### config.mk
export PLATFORM = sky130hd
export DESIGN_NAME = emsd_decode
export DESIGN_NICKNAME = d
export VERILOG_FILES = /design/src/logic/emsd_pkg.sv /design/src/logic/emsd_sync.sv /design/src/logic/emsd_decode.sv
export SDC_FILE = /design/constraint.sdc
export NUM_CORES = 1
export LEC_CHECK = 0
export ABC_AREA = 0
export ABC_CLOCK_PERIOD_IN_PS = 4700
export BUFFER_PORTS_ARGS = -buffer_cell sky130_fd_sc_hd__buf_2
export CAP_MARGIN = 40
export CORE_MARGIN = 2
export CORE_UTILIZATION = 30
export DETAILED_ROUTE_END_ITERATION = 10
export GPL_ROUTABILITY_DRIVEN = 0
export PLACE_DENSITY = 0.61
export SLEW_MARGIN = 10
export SYNTH_ARGS = -nofsm -noshare
export SYNTH_HDL_FRONTEND = slang
export SYNTH_SLANG_ARGS = --single-unit
export TNS_END_PERCENT = 5
### constraint.sdc
create_clock -name clock -period 4.7 [get_ports clock]
set_clock_uncertainty 0.05 [all_clocks]
set_input_delay 1.41 -clock clock [delete_from_list [all_inputs] [get_ports clock]]
set_output_delay 1.41 -clock clock [all_outputs]
set_load 0.02 [all_outputs]
### src/logic/emsd_pkg.sv
// Package of constants and carrier types for the external memory select decoder.
package emsd_pkg;

    // ==========================================================
    // Widths and address map
    localparam int ADDR_W = 14;
    localparam int DATA_W = 24;
    localparam int WAIT_W = 3;
    localparam int PAGE_W = 8;
    localparam int IO_REGIONS = 4;
    localparam int OVL_W = 4;
    localparam logic [ADDR_W-1:0] PM_WIN_LO = 14'h2000;
    localparam int BANK_BIT = 13;
    localparam int IO_ADDR_W = 11;
    localparam int IO_REGION_LSB = 9;
    localparam int BYTE_DATA_LSB = 8;
    localparam int BYTE_PAGE_LSB = 16;
    localparam logic [OVL_W-1:0] OVL_EXT1 = 4'h1;
    localparam logic [OVL_W-1:0] OVL_EXT2 = 4'h2;

    // ==========================================================
    // Access kinds and carriers
    typedef enum logic [1:0] {
        EMSD_PM = 2'h0,
        EMSD_DM = 2'h1,
        EMSD_BM = 2'h2,
        EMSD_IO = 2'h3
    } emsd_kind_t;

    typedef struct packed {
        logic pm;
        logic dm;
        logic bm;
        logic io;
    } emsd_sel_t;

    typedef struct packed {
        logic                valid;
        emsd_kind_t          kind;
        logic                fetch;
        logic                write;
        logic [ADDR_W-1:0]   addr;
        logic [PAGE_W-1:0]   page;
        logic [DATA_W-1:0]   wdata;
    } emsd_req_t;

    typedef struct packed {
        logic                ack;
        logic                err;
        logic [DATA_W-1:0]   rdata;
    } emsd_resp_t;

    localparam emsd_sel_t CMS_EN_RESET = '{pm: 1'b1, dm: 1'b1, bm: 1'b0,
                                           io: 1'b1};
    localparam logic BMS_EN_RESET = 1'b1;

endpackage

### src/logic/emsd_sync.sv
// Two-stage synchroniser for pins entering the processor clock domain.
`timescale 1ns/1ps
`default_nettype none

module emsd_sync #(
    parameter int WIDTH = 1
) (
    input  wire logic             clock,
    input  wire logic             rst,
    input  wire logic [WIDTH-1:0] async_in,
    output var  logic [WIDTH-1:0] sync_out
);

    // ==========================================================
    // Per-bit flip-flop pair
    // The first stage feeds only the second, so metastability has a full
    // cycle to settle before any logic sees the value.
    genvar i;
    generate
        for (i = 0; i < WIDTH; i++) begin : g_bit
            logic meta_reg;
            always_ff @(posedge clock or posedge rst) begin
                if (rst) begin
                    meta_reg    <= 1'b0;
                    sync_out[i] <= 1'b0;
                end else begin
                    meta_reg    <= async_in[i];
                    sync_out[i] <= meta_reg;
                end
            end
        end
    endgenerate

endmodule

`default_nettype wire

### src/logic/emsd_decode.sv
// Top level of the external memory select decoder with wait-state sequencing.
`timescale 1ns/1ps
`default_nettype none

module emsd_decode (
    input  wire logic                                     clock,
    input  wire logic                                     rst,
    input  wire emsd_pkg::emsd_req_t                      core_req,
    output logic                                          core_ready,
    output emsd_pkg::emsd_resp_t                          core_resp,
    input  wire logic                                     host_mode,
    input  wire logic [emsd_pkg::OVL_W-1:0]               program_overlay_select,
    input  wire logic [emsd_pkg::OVL_W-1:0]               data_overlay_select,
    input  wire logic [emsd_pkg::WAIT_W-1:0]              program_wait_count,
    input  wire logic [emsd_pkg::WAIT_W-1:0]              data_wait_count,
    input  wire logic [emsd_pkg::WAIT_W-1:0]              byte_wait_count,
    input  wire logic [emsd_pkg::IO_REGIONS-1:0][emsd_pkg::WAIT_W-1:0] io_region_wait_counts,
    input  wire logic                                     cfg_we,
    input  wire emsd_pkg::emsd_sel_t                      cfg_combined_select_enables,
    input  wire logic                                     cfg_byte_select_enable,
    output emsd_pkg::emsd_sel_t                           combined_select_enables,
    output logic                                          byte_select_enable,
    input  wire logic                                     bus_grant,
    input  wire logic [emsd_pkg::DATA_W-1:0]              ext_data_in,
    output logic [emsd_pkg::DATA_W-1:0]                   ext_data_out,
    output logic                                          ext_data_oe_n,
    output logic [emsd_pkg::ADDR_W-1:0]                   ext_addr,
    output logic                                          ext_rd_n,
    output logic                                          ext_wr_n,
    output logic                                          program_memory_select_n,
    output logic                                          data_memory_select_n,
    output logic                                          byte_memory_select_n,
    output logic                                          io_memory_select_n,
    output logic                                          combined_memory_select_n
);

    // ==========================================================
    // State
    typedef enum logic [1:0] {
        EMSD_ST_IDLE   = 2'b01,
        EMSD_ST_ACCESS = 2'b10
    } emsd_st_t;

    typedef struct packed {
        emsd_st_t                        fsm;
        logic [emsd_pkg::WAIT_W-1:0]     count;
        logic [emsd_pkg::ADDR_W-1:0]     addr;
        emsd_pkg::emsd_sel_t             sel;
        logic                            write;
        logic [emsd_pkg::DATA_W-1:0]     dout;
        logic [emsd_pkg::DATA_W-1:0]     rdata;
        logic                            ack;
        logic                            err;
        emsd_pkg::emsd_sel_t             cms_en;
        logic                            bms_en;
    } emsd_state_t;

    emsd_state_t state_reg;
    emsd_state_t state_next;

    // ==========================================================
    // Pin synchronisers
    // Read data passes two stages too, so a read takes the pins as they stood
    // two edges before the select ends; reads need two wait states or more.
    logic [emsd_pkg::DATA_W-1:0] din_sync;
    logic                        grant_sync;

    emsd_sync #(
        .WIDTH(emsd_pkg::DATA_W + 1)
    ) u_sync (
        .clock    (clock),
        .rst      (rst),
        .async_in ({bus_grant, ext_data_in}),
        .sync_out ({grant_sync, din_sync})
    );

    // ==========================================================
    // Request decode
    logic                        take;
    logic                        pm_ext;
    logic                        dm_ext;
    logic                        is_ext;
    logic                        fetch_refused;
    logic [emsd_pkg::WAIT_W-1:0] wait_sel;
    logic [emsd_pkg::WAIT_W-1:0] io_wait_sel;
    logic [emsd_pkg::ADDR_W-1:0] addr_sel;
    logic [emsd_pkg::DATA_W-1:0] dout_sel;
    logic                        bank_sel;
    emsd_pkg::emsd_sel_t         sel_sel;

    assign core_ready = state_reg.fsm == EMSD_ST_IDLE && !grant_sync;
    assign take = core_req.valid && core_ready;

    always_comb begin
        pm_ext = core_req.addr >= emsd_pkg::PM_WIN_LO &&
                 (program_overlay_select == emsd_pkg::OVL_EXT1 ||
                  program_overlay_select == emsd_pkg::OVL_EXT2);
        dm_ext = core_req.addr < emsd_pkg::PM_WIN_LO &&
                 (data_overlay_select == emsd_pkg::OVL_EXT1 ||
                  data_overlay_select == emsd_pkg::OVL_EXT2);
        fetch_refused = host_mode && core_req.fetch &&
                        core_req.kind == emsd_pkg::EMSD_PM && pm_ext;
        io_wait_sel = io_region_wait_counts[
            core_req.addr[emsd_pkg::IO_REGION_LSB +: 2]];
        bank_sel = 1'b0;
        sel_sel = '0;
        wait_sel = '0;
        addr_sel = core_req.addr;
        dout_sel = core_req.wdata;
        unique case (core_req.kind)
            emsd_pkg::EMSD_PM: begin
                sel_sel.pm = pm_ext && !fetch_refused;
                wait_sel = program_wait_count;
                bank_sel = program_overlay_select == emsd_pkg::OVL_EXT2;
            end
            emsd_pkg::EMSD_DM: begin
                sel_sel.dm = dm_ext;
                wait_sel = data_wait_count;
                bank_sel = data_overlay_select == emsd_pkg::OVL_EXT2;
            end
            emsd_pkg::EMSD_BM: begin
                sel_sel.bm = 1'b1;
                wait_sel = byte_wait_count;
                dout_sel = '0;
                dout_sel[emsd_pkg::BYTE_PAGE_LSB +: emsd_pkg::PAGE_W] =
                    core_req.page;
                dout_sel[emsd_pkg::BYTE_DATA_LSB +: 8] =
                    core_req.wdata[7:0];
            end
            emsd_pkg::EMSD_IO: begin
                sel_sel.io = 1'b1;
                wait_sel = io_wait_sel;
                addr_sel = '0;
                addr_sel[emsd_pkg::IO_ADDR_W-1:0] =
                    core_req.addr[emsd_pkg::IO_ADDR_W-1:0];
            end
        endcase
        if (sel_sel.pm || sel_sel.dm) begin
            addr_sel[emsd_pkg::BANK_BIT] = bank_sel;
        end
        if (host_mode) begin
            // Only the lowest line leaves the chip; the rest reads zero.
            addr_sel = {{(emsd_pkg::ADDR_W-1){1'b0}}, core_req.addr[0]};
        end
        is_ext = sel_sel != '0;
    end

    // ==========================================================
    // Next state
    always_comb begin
        state_next = state_reg;
        state_next.ack = 1'b0;
        state_next.err = 1'b0;
        if (cfg_we) begin
            state_next.cms_en = cfg_combined_select_enables;
            state_next.bms_en = cfg_byte_select_enable;
        end
        unique case (state_reg.fsm)
            EMSD_ST_IDLE: begin
                if (take && !is_ext) begin
                    // On-chip access or refused fetch: answered next cycle.
                    state_next.ack = 1'b1;
                    state_next.err = fetch_refused;
                end else if (take) begin
                    state_next.fsm   = EMSD_ST_ACCESS;
                    state_next.count = wait_sel;
                    state_next.addr  = addr_sel;
                    state_next.sel   = sel_sel;
                    state_next.write = core_req.write;
                    state_next.dout  = dout_sel;
                end
            end
            EMSD_ST_ACCESS: begin
                if (state_reg.count == '0) begin
                    state_next.fsm   = EMSD_ST_IDLE;
                    state_next.sel   = '0;
                    state_next.ack   = 1'b1;
                    state_next.rdata = din_sync;
                    if (state_reg.sel.bm) begin
                        state_next.rdata = '0;
                        state_next.rdata[7:0] =
                            din_sync[emsd_pkg::BYTE_DATA_LSB +: 8];
                    end
                end else begin
                    state_next.count = state_reg.count - 1'b1;
                end
            end
        endcase
    end

    always_ff @(posedge clock or posedge rst) begin
        if (rst) begin
            state_reg.fsm    <= EMSD_ST_IDLE;
            state_reg.count  <= '0;
            state_reg.addr   <= '0;
            state_reg.sel    <= '0;
            state_reg.write  <= 1'b0;
            state_reg.dout   <= '0;
            state_reg.rdata  <= '0;
            state_reg.ack    <= 1'b0;
            state_reg.err    <= 1'b0;
            state_reg.cms_en <= emsd_pkg::CMS_EN_RESET;
            state_reg.bms_en <= emsd_pkg::BMS_EN_RESET;
        end else begin
            state_reg <= state_next;
        end
    end

    // ==========================================================
    // Outputs
    logic access;

    assign access = state_reg.fsm == EMSD_ST_ACCESS;
    assign core_resp.ack = state_reg.ack;
    assign core_resp.err = state_reg.err;
    assign core_resp.rdata = state_reg.rdata;
    assign combined_select_enables = state_reg.cms_en;
    assign byte_select_enable = state_reg.bms_en;
    assign ext_addr = state_reg.addr;
    assign ext_data_out = state_reg.dout;
    assign ext_data_oe_n = !(access && state_reg.write);
    assign ext_rd_n = !(access && !state_reg.write);
    assign ext_wr_n = !(access && state_reg.write);
    assign program_memory_select_n = !state_reg.sel.pm;
    assign data_memory_select_n = !state_reg.sel.dm;
    assign io_memory_select_n = !state_reg.sel.io;
    assign byte_memory_select_n = !(state_reg.sel.bm && state_reg.bms_en);
    // Built from the same select flops, so it switches in the same cycle.
    assign combined_memory_select_n =
        !(|(state_reg.sel & state_reg.cms_en));
endmodule

`default_nettype wire

# Yosys cells after proc, flatten, opt, wreduce, memory -nomap -nowiden
# Cells that the tools add are included.
[classes] bitwise_logic=2 n_reduce_logical=34 eq_ne=13 add_sub_neg=1 muxes=24 magnitude_cmp=3
[op_table] operator="$mux 48" count=2
[op_table] operator="$mux 24" count=2
[op_table] operator="$mux 14" count=2
[op_table] operator="$ge 14x14->1 const B" count=1
[op_table] operator="$lt 14x14->1 const B" count=1
[op_table] operator="$logic_and 1x1->1" count=12
[op_table] operator="$pmux 3 s4" count=1
[op_table] operator="$logic_not 1->1" count=11
[op_table] operator="$pmux 5 s2" count=1
[op_table] operator="$reduce_and 3->1" count=3
[op_table] operator="$eq 4x1->1 const B" count=2
[op_table] operator="$eq 4x2->1 const B" count=2
[op_table] operator="$pmux 4 s2" count=1
[op_table] operator="$mux 1" count=7
[op_table] operator="$bmux 3 s2" count=1
[op_table] operator="$eq 2x2->1 const B" count=3
[op_table] operator="$mux 3" count=2
[op_table] operator="$ne 2x2->1 const B" count=3
[op_table] operator="$and 4x4->4" count=1
[op_table] operator="$eq 2x1->1 const B" count=2
[op_table] operator="$mux 2" count=2
[op_table] operator="$mux 4" count=1
[op_table] operator="$pmux 1 s2" count=2
[op_table] operator="$reduce_bool 4->1" count=1
[op_table] operator="9 further kinds" count=11
[totals] word_cells=144 output_inout_bits=78 regBits=129 input_bits=114

# Longest topological paths before layout
[logic_depth] depth_word=13 ltp_mapped=8 depth_no_buf=7

# By module
# Synthesis repeated with hierarchy kept, for this count alone.
[unflattened] cells_unflattened=480 hier_area_um2=5491.5
[modules_own_cells] mod="emsd_decode" seq_area_each_um2=1983.2 cells_each=429 n_inst=1 area_per_inst_um2=4236.6
[modules_own_cells] mod="emsd_sync" seq_area_each_um2=1251.2 cells_each=51 n_inst=1 area_per_inst_um2=1255.0

# Worst setup path before layout
# Ideal clock, no wire load.
[synth_timing] path_kind="input port to flip-flop" from="input port data_overlay_select[3] (netlist bit)" to="register state_reg (netlist bit ext_addr[0])" required_ps=4525 t_arrival_ps=2856 setup_slack_ps=1669 stages=6 setup_time_ps=125 path_buffers=2 cell_sequence="or3b_1 -> or3_1 -> a31o_1 -> buf_6 -> buf_6 -> mux2_4"
[synth_between] elab_chain_cells=9 elab_cells_between_ends=10 cone_classes="2 x eq/ne; 1 x mux; 1 x bitwise; 6 x reduce/logical"
[synth_rtl] element="start: declaration" line="emsd_decode.sv:13" source="input wire logic [emsd_pkg::OVL_W-1:0] data_overlay_select,"
[synth_rtl] element="$eq 4x1->1 / $eq 4x2->1 (equally long branches)" line="emsd_decode.sv:99, emsd_decode.sv:100"
[synth_rtl] element="$logic_or 1x1->1 *" line="emsd_decode.sv:99" source="(data_overlay_select == emsd_pkg::OVL_EXT1 ||"
[synth_rtl] element="$logic_and 1x1->1 *" line="emsd_decode.sv:98" source="dm_ext = core_req.addr < emsd_pkg::PM_WIN_LO &&"
[synth_rtl] element="$mux 1 *" line="emsd_decode.sv:110" source="unique case (core_req.kind)"
[synth_rtl] element="$reduce_bool 4->1 *" line="emsd_decode.sv:145" source="is_ext = sel_sel != '0;"
[synth_rtl] element="$logic_not 1->1 *" line="emsd_decode.sv:160" source="if (take && !is_ext) begin"
[synth_rtl] element="$logic_and 1x1->1 *" line="emsd_decode.sv:160"
[synth_rtl] element="$not 1->1 (no line) *"
[synth_rtl] element="$reduce_and 3->1 (no line) *"
[synth_rtl] element="end signal: assignment" line="emsd_decode.sv:205" source="state_reg <= state_next;"
[synth_rtl] element="end: declaration" line="emsd_decode.sv:58" source="emsd_state_t state_reg;"
# Every way passes the cells marked *; elsewhere a longest branch is shown, timed or not.
# A chain may end at the register's enable or synchronous reset.

# Final worst setup path
[layout_timing] from="input port core_req[48] (netlist bit)" to="register state_reg (netlist bit ext_addr[6])"
[layout_between] elab_chain_cells=11 elab_cells_between_ends=17 cone_classes="3 x eq/ne; 4 x mux; 1 x bitwise; 9 x reduce/logical"
[layout_rtl] element="start: declaration" line="emsd_decode.sv:8" source="input wire emsd_pkg::emsd_req_t core_req,"
[layout_rtl] element="$logic_not 2->1" line="emsd_decode.sv:102, emsd_decode.sv:110"
[layout_rtl] element="$logic_and 1x1->1" line="emsd_decode.sv:101" source="fetch_refused = host_mode && core_req.fetch &&"
[layout_rtl] element="$logic_and 1x1->1" line="emsd_decode.sv:102" source="core_req.kind == emsd_pkg::EMSD_PM && pm_ext;"
[layout_rtl] element="$logic_not 1->1" line="emsd_decode.sv:112" source="sel_sel.pm = pm_ext && !fetch_refused;"
[layout_rtl] element="$logic_and 1x1->1" line="emsd_decode.sv:112"
[layout_rtl] element="$mux 1" line="emsd_decode.sv:110"
[layout_rtl] element="$reduce_bool 4->1 *" line="emsd_decode.sv:145"
[layout_rtl] element="$logic_not 1->1 *" line="emsd_decode.sv:160"
[layout_rtl] element="$logic_and 1x1->1 *" line="emsd_decode.sv:160"
[layout_rtl] element="$not 1->1 (no line) *"
[layout_rtl] element="$reduce_and 3->1 (no line) *"
# Marked as above.

==> flow_summary_export.csv <==
group,metric,value,unit
floorplanning,boundaryPins,192,
detailed_routing,wl,12.4,mm
clock_network,cts.htree.levels,4,
critical_path,critPathLaunchType,"input pin",
pwr,cellPowerDensity,376,nW/um^2
floorplanning,start_util,30.6,%
detailed_routing,ant_nets,0,
finish,final_cell_mix,"191 x buf_2, 124 x dfrtp_1, 79 x nand2_1, 64 x o21ai_0, 30 x nand2b_1",
finish,largest_reg_flops,26,
placement,dp_hpwl,8.82,mm
sta,period_needed,3.10,ns
finish,diodes,0,
yosys,synth-compound-area-share,9.59,%
sta,setup_tns,0,ns
critical_path,crit_type,"input pin to flip-flop",
pwr,p_leak,3.41,nW
detailed_routing,vias,3650,
finish,final_common_cell,"buf_2",
min_path,holdPathStages,0,
floorplanning,core_area,18000,um^2
yosys,ys_ff_latch,129,
floorplanning,rows,49,
floorplanning,die-area,19400,um^2
sta,fin_hold_ws,0.291,ns
yosys,ys_seq_area_share,58.9,%
clock_network,clk_latency,0.42,ns
min_path,holdCritPathClass,"flip-flop to flip-flop",
finish,final_area,6730,um^2
clock_network,cts_tree,"yes",
yosys,synth_edf_count,0,
clock_network,post_cts_buffers,0,
grt,grt_pass1_vias,3677,
yosys,ys_warn_count,0,
yosys,synthMuxAreaShare,7.18,%
placement,dpl-instance-area,6170,um^2
yosys,async_flop_share,100,%
finish,nNetsFinal,725,
yosys,yosys.area_share.adder,0.456,%
finish,drive_above_1_share,40.2,%
grt,antenna_found_initial,1,
critical_path,r2r-start,"state_reg[77]",
sta,slew-limit-headroom,51.5,%
finish,fin_cells,851,
grt,grt_max_degree,130,
yosys,syn-num-nets,602,
placement,io_buffers,191,
yosys,syn_area,5490,um^2
sta,hold_viol_final,0,
yosys,syn_avg_cell_area,11.3,um^2
critical_path,crit_fanout,71,
min_path,min-delay-start,"u_sync.g_bit[7].meta_reg",
yosys,synth-simple-area-share,11.6,%
grt,track_usage,13.0,%
detailed_routing,remaining_drc_errors,0,
clock_network,numClockSinks,129,
yosys,synth_top_family_by_area,"buffers and inverters",
placement,dp_cells,819,
grt,overflow,0,
floorplanning,die_w,139,um
detailed_routing,dr.pass1.iters,4,
sta,final.period_utilization,65.9,%
min_path,min_to,"u_sync.sync_out[7]",
critical_path,timing.rr.end,"state_reg[56]",
pwr,ir_drop,0.260,mV
sta,tightest_slew,0.718,ns
sta,final_max_slew_viol_count,0,
yosys,syn-instance-count,486,
detailed_routing,wire_per_inst,14.5,um
critical_path,endpoint_kind,"flip-flop",
critical_path,rr_worst_depth,5,
detailed_routing,drt_iter0_drc,140,
detailed_routing,viasPerCell,4.29,
sta,fmax,323,MHz
status,status,"finished clean",
finish,post-route-util,37.5,%
yosys,synthFlopType,"dfrtp_1",
sta,setup_viol,0,
job,drv_cap,0,
yosys,yosysUniqueCellTypes,48,
clock_network,clockBufferDepth,2,
critical_path,worst_ep_arrival_time,3.31,ns
floorplanning,chipHeight,139,um
critical_path,r2r_slack,2.55,ns
clock_network,cts_resized,0,
grt,grt_pass1_wl,19.6,mm
yosys,synth_xor_area_share,0.319,%
finish,fillCellCount,1797,
clock_network,cts_buffers,17,
clock_network,clk_pin_slew,0.06,ns
finish,syn_to_final_growth,22.6,%
sta,rsz0062_at_grt,"no",
clock_network,cts_hold_buffers,0,
critical_path,critPathRequiredTime,4.92,ns
clock_network,clockRootBuffer,"clkbuf_16",
## worst max path at each step
stage          slack, ns         start  cells past startpoint                         end
2_1_floorplan       1.65           rst                      1  combined_select_enables[1]
6_report            1.60  core_req[48]                      7                 ext_addr[6]
4_1_cts             1.63  core_req[48]                      7                 ext_addr[2]
3_3_place_gp        1.24  core_req[48]                      7             ext_data_out[6]
5_1_grt             1.50  core_req[48]                      7             ext_data_out[0]
3_5_place_dp        1.19  core_req[48]                      7                 ext_addr[6]
## synthesized netlist by cell type (2+ instances only)
cell type,count,area share [%]
a21oi_1,3,0.27
a21oi_2,2,0.32
a222oi_1,3,0.55
a2bb2oi_1,2,0.32
buf_2,3,0.27
buf_4,69,9.4
buf_6,2,0.41
clkbuf_1,17,1.2
dfrtp_1,124,57
dfstp_2,5,2.4
ha_1,2,0.46
inv_1,9,0.62
mux2_2,5,1.0
mux2_4,2,0.55
mux2i_1,24,4.4
mux4_2,3,1.2
nand2_1,79,5.4
nand2b_1,30,3.4
nand3_1,4,0.36
nor2_1,3,0.21
nor2b_1,2,0.23
o21ai_0,64,5.8
o2bb2ai_1,4,0.64
## power breakdown
group / switching [mW] / total (mW) / internal, mW
Clock: 0.513 / 1.25 / 0.733
Combinational: 0.0731 / 0.137 / 0.0637
Sequential: 0.00930 / 1.15 / 1.14
Total: 0.595 / 2.53 / 1.94
## per-layer routing
layer  routed length (um)  global-route usage (%)
met2                 6170                    21.3
met3                  780                    4.75
met5                    0                       0
met4                  186                    4.41
met1                 5240                    15.9
## stage by stage
step	power [mW]	setup WS (ns)
final	2.53	1.60
after global routing	2.64	1.50
after CTS	2.58	1.63
after detailed placement	1.31	1.19
after global placement	1.31	1.24
after floorplan	1.24	1.65
## layout make-up
class / count / area, um^2 / share of cell area, %
Clock buffer: 18 / 429 / 6.38
Clock inverter: 14 / 133 / 1.97
Inverter: 9 / 37.5 / 0.558
Multi-Input combinational cell: 256 / 1600 / 23.8
Sequential cell: 129 / 3230 / 48.1
Tap cell: 229 / 287 / 4.26
Timing Repair Buffer: 196 / 1010 / 14.9
## cell families (layout without fill, tap and decap cells)
logic type      Yosys count  in the layout
buf+inv                 101            237
flops                   129            129
fa+ha+maj                 2              2
simple gates            129            129
mux                      34             34
xor+xnor                  2              2
compound gates           89             89
## worst max-delay path, cell delays in order
cell and delay, ns:
buf_2 0.21, or3b_1 0.41, or3_1 0.32, a31o_2 0.34, buf_4 0.33, nand2_1 0.15, o21ai_0 0.08
No activity file was read; power rests on OpenSTA's default activity.
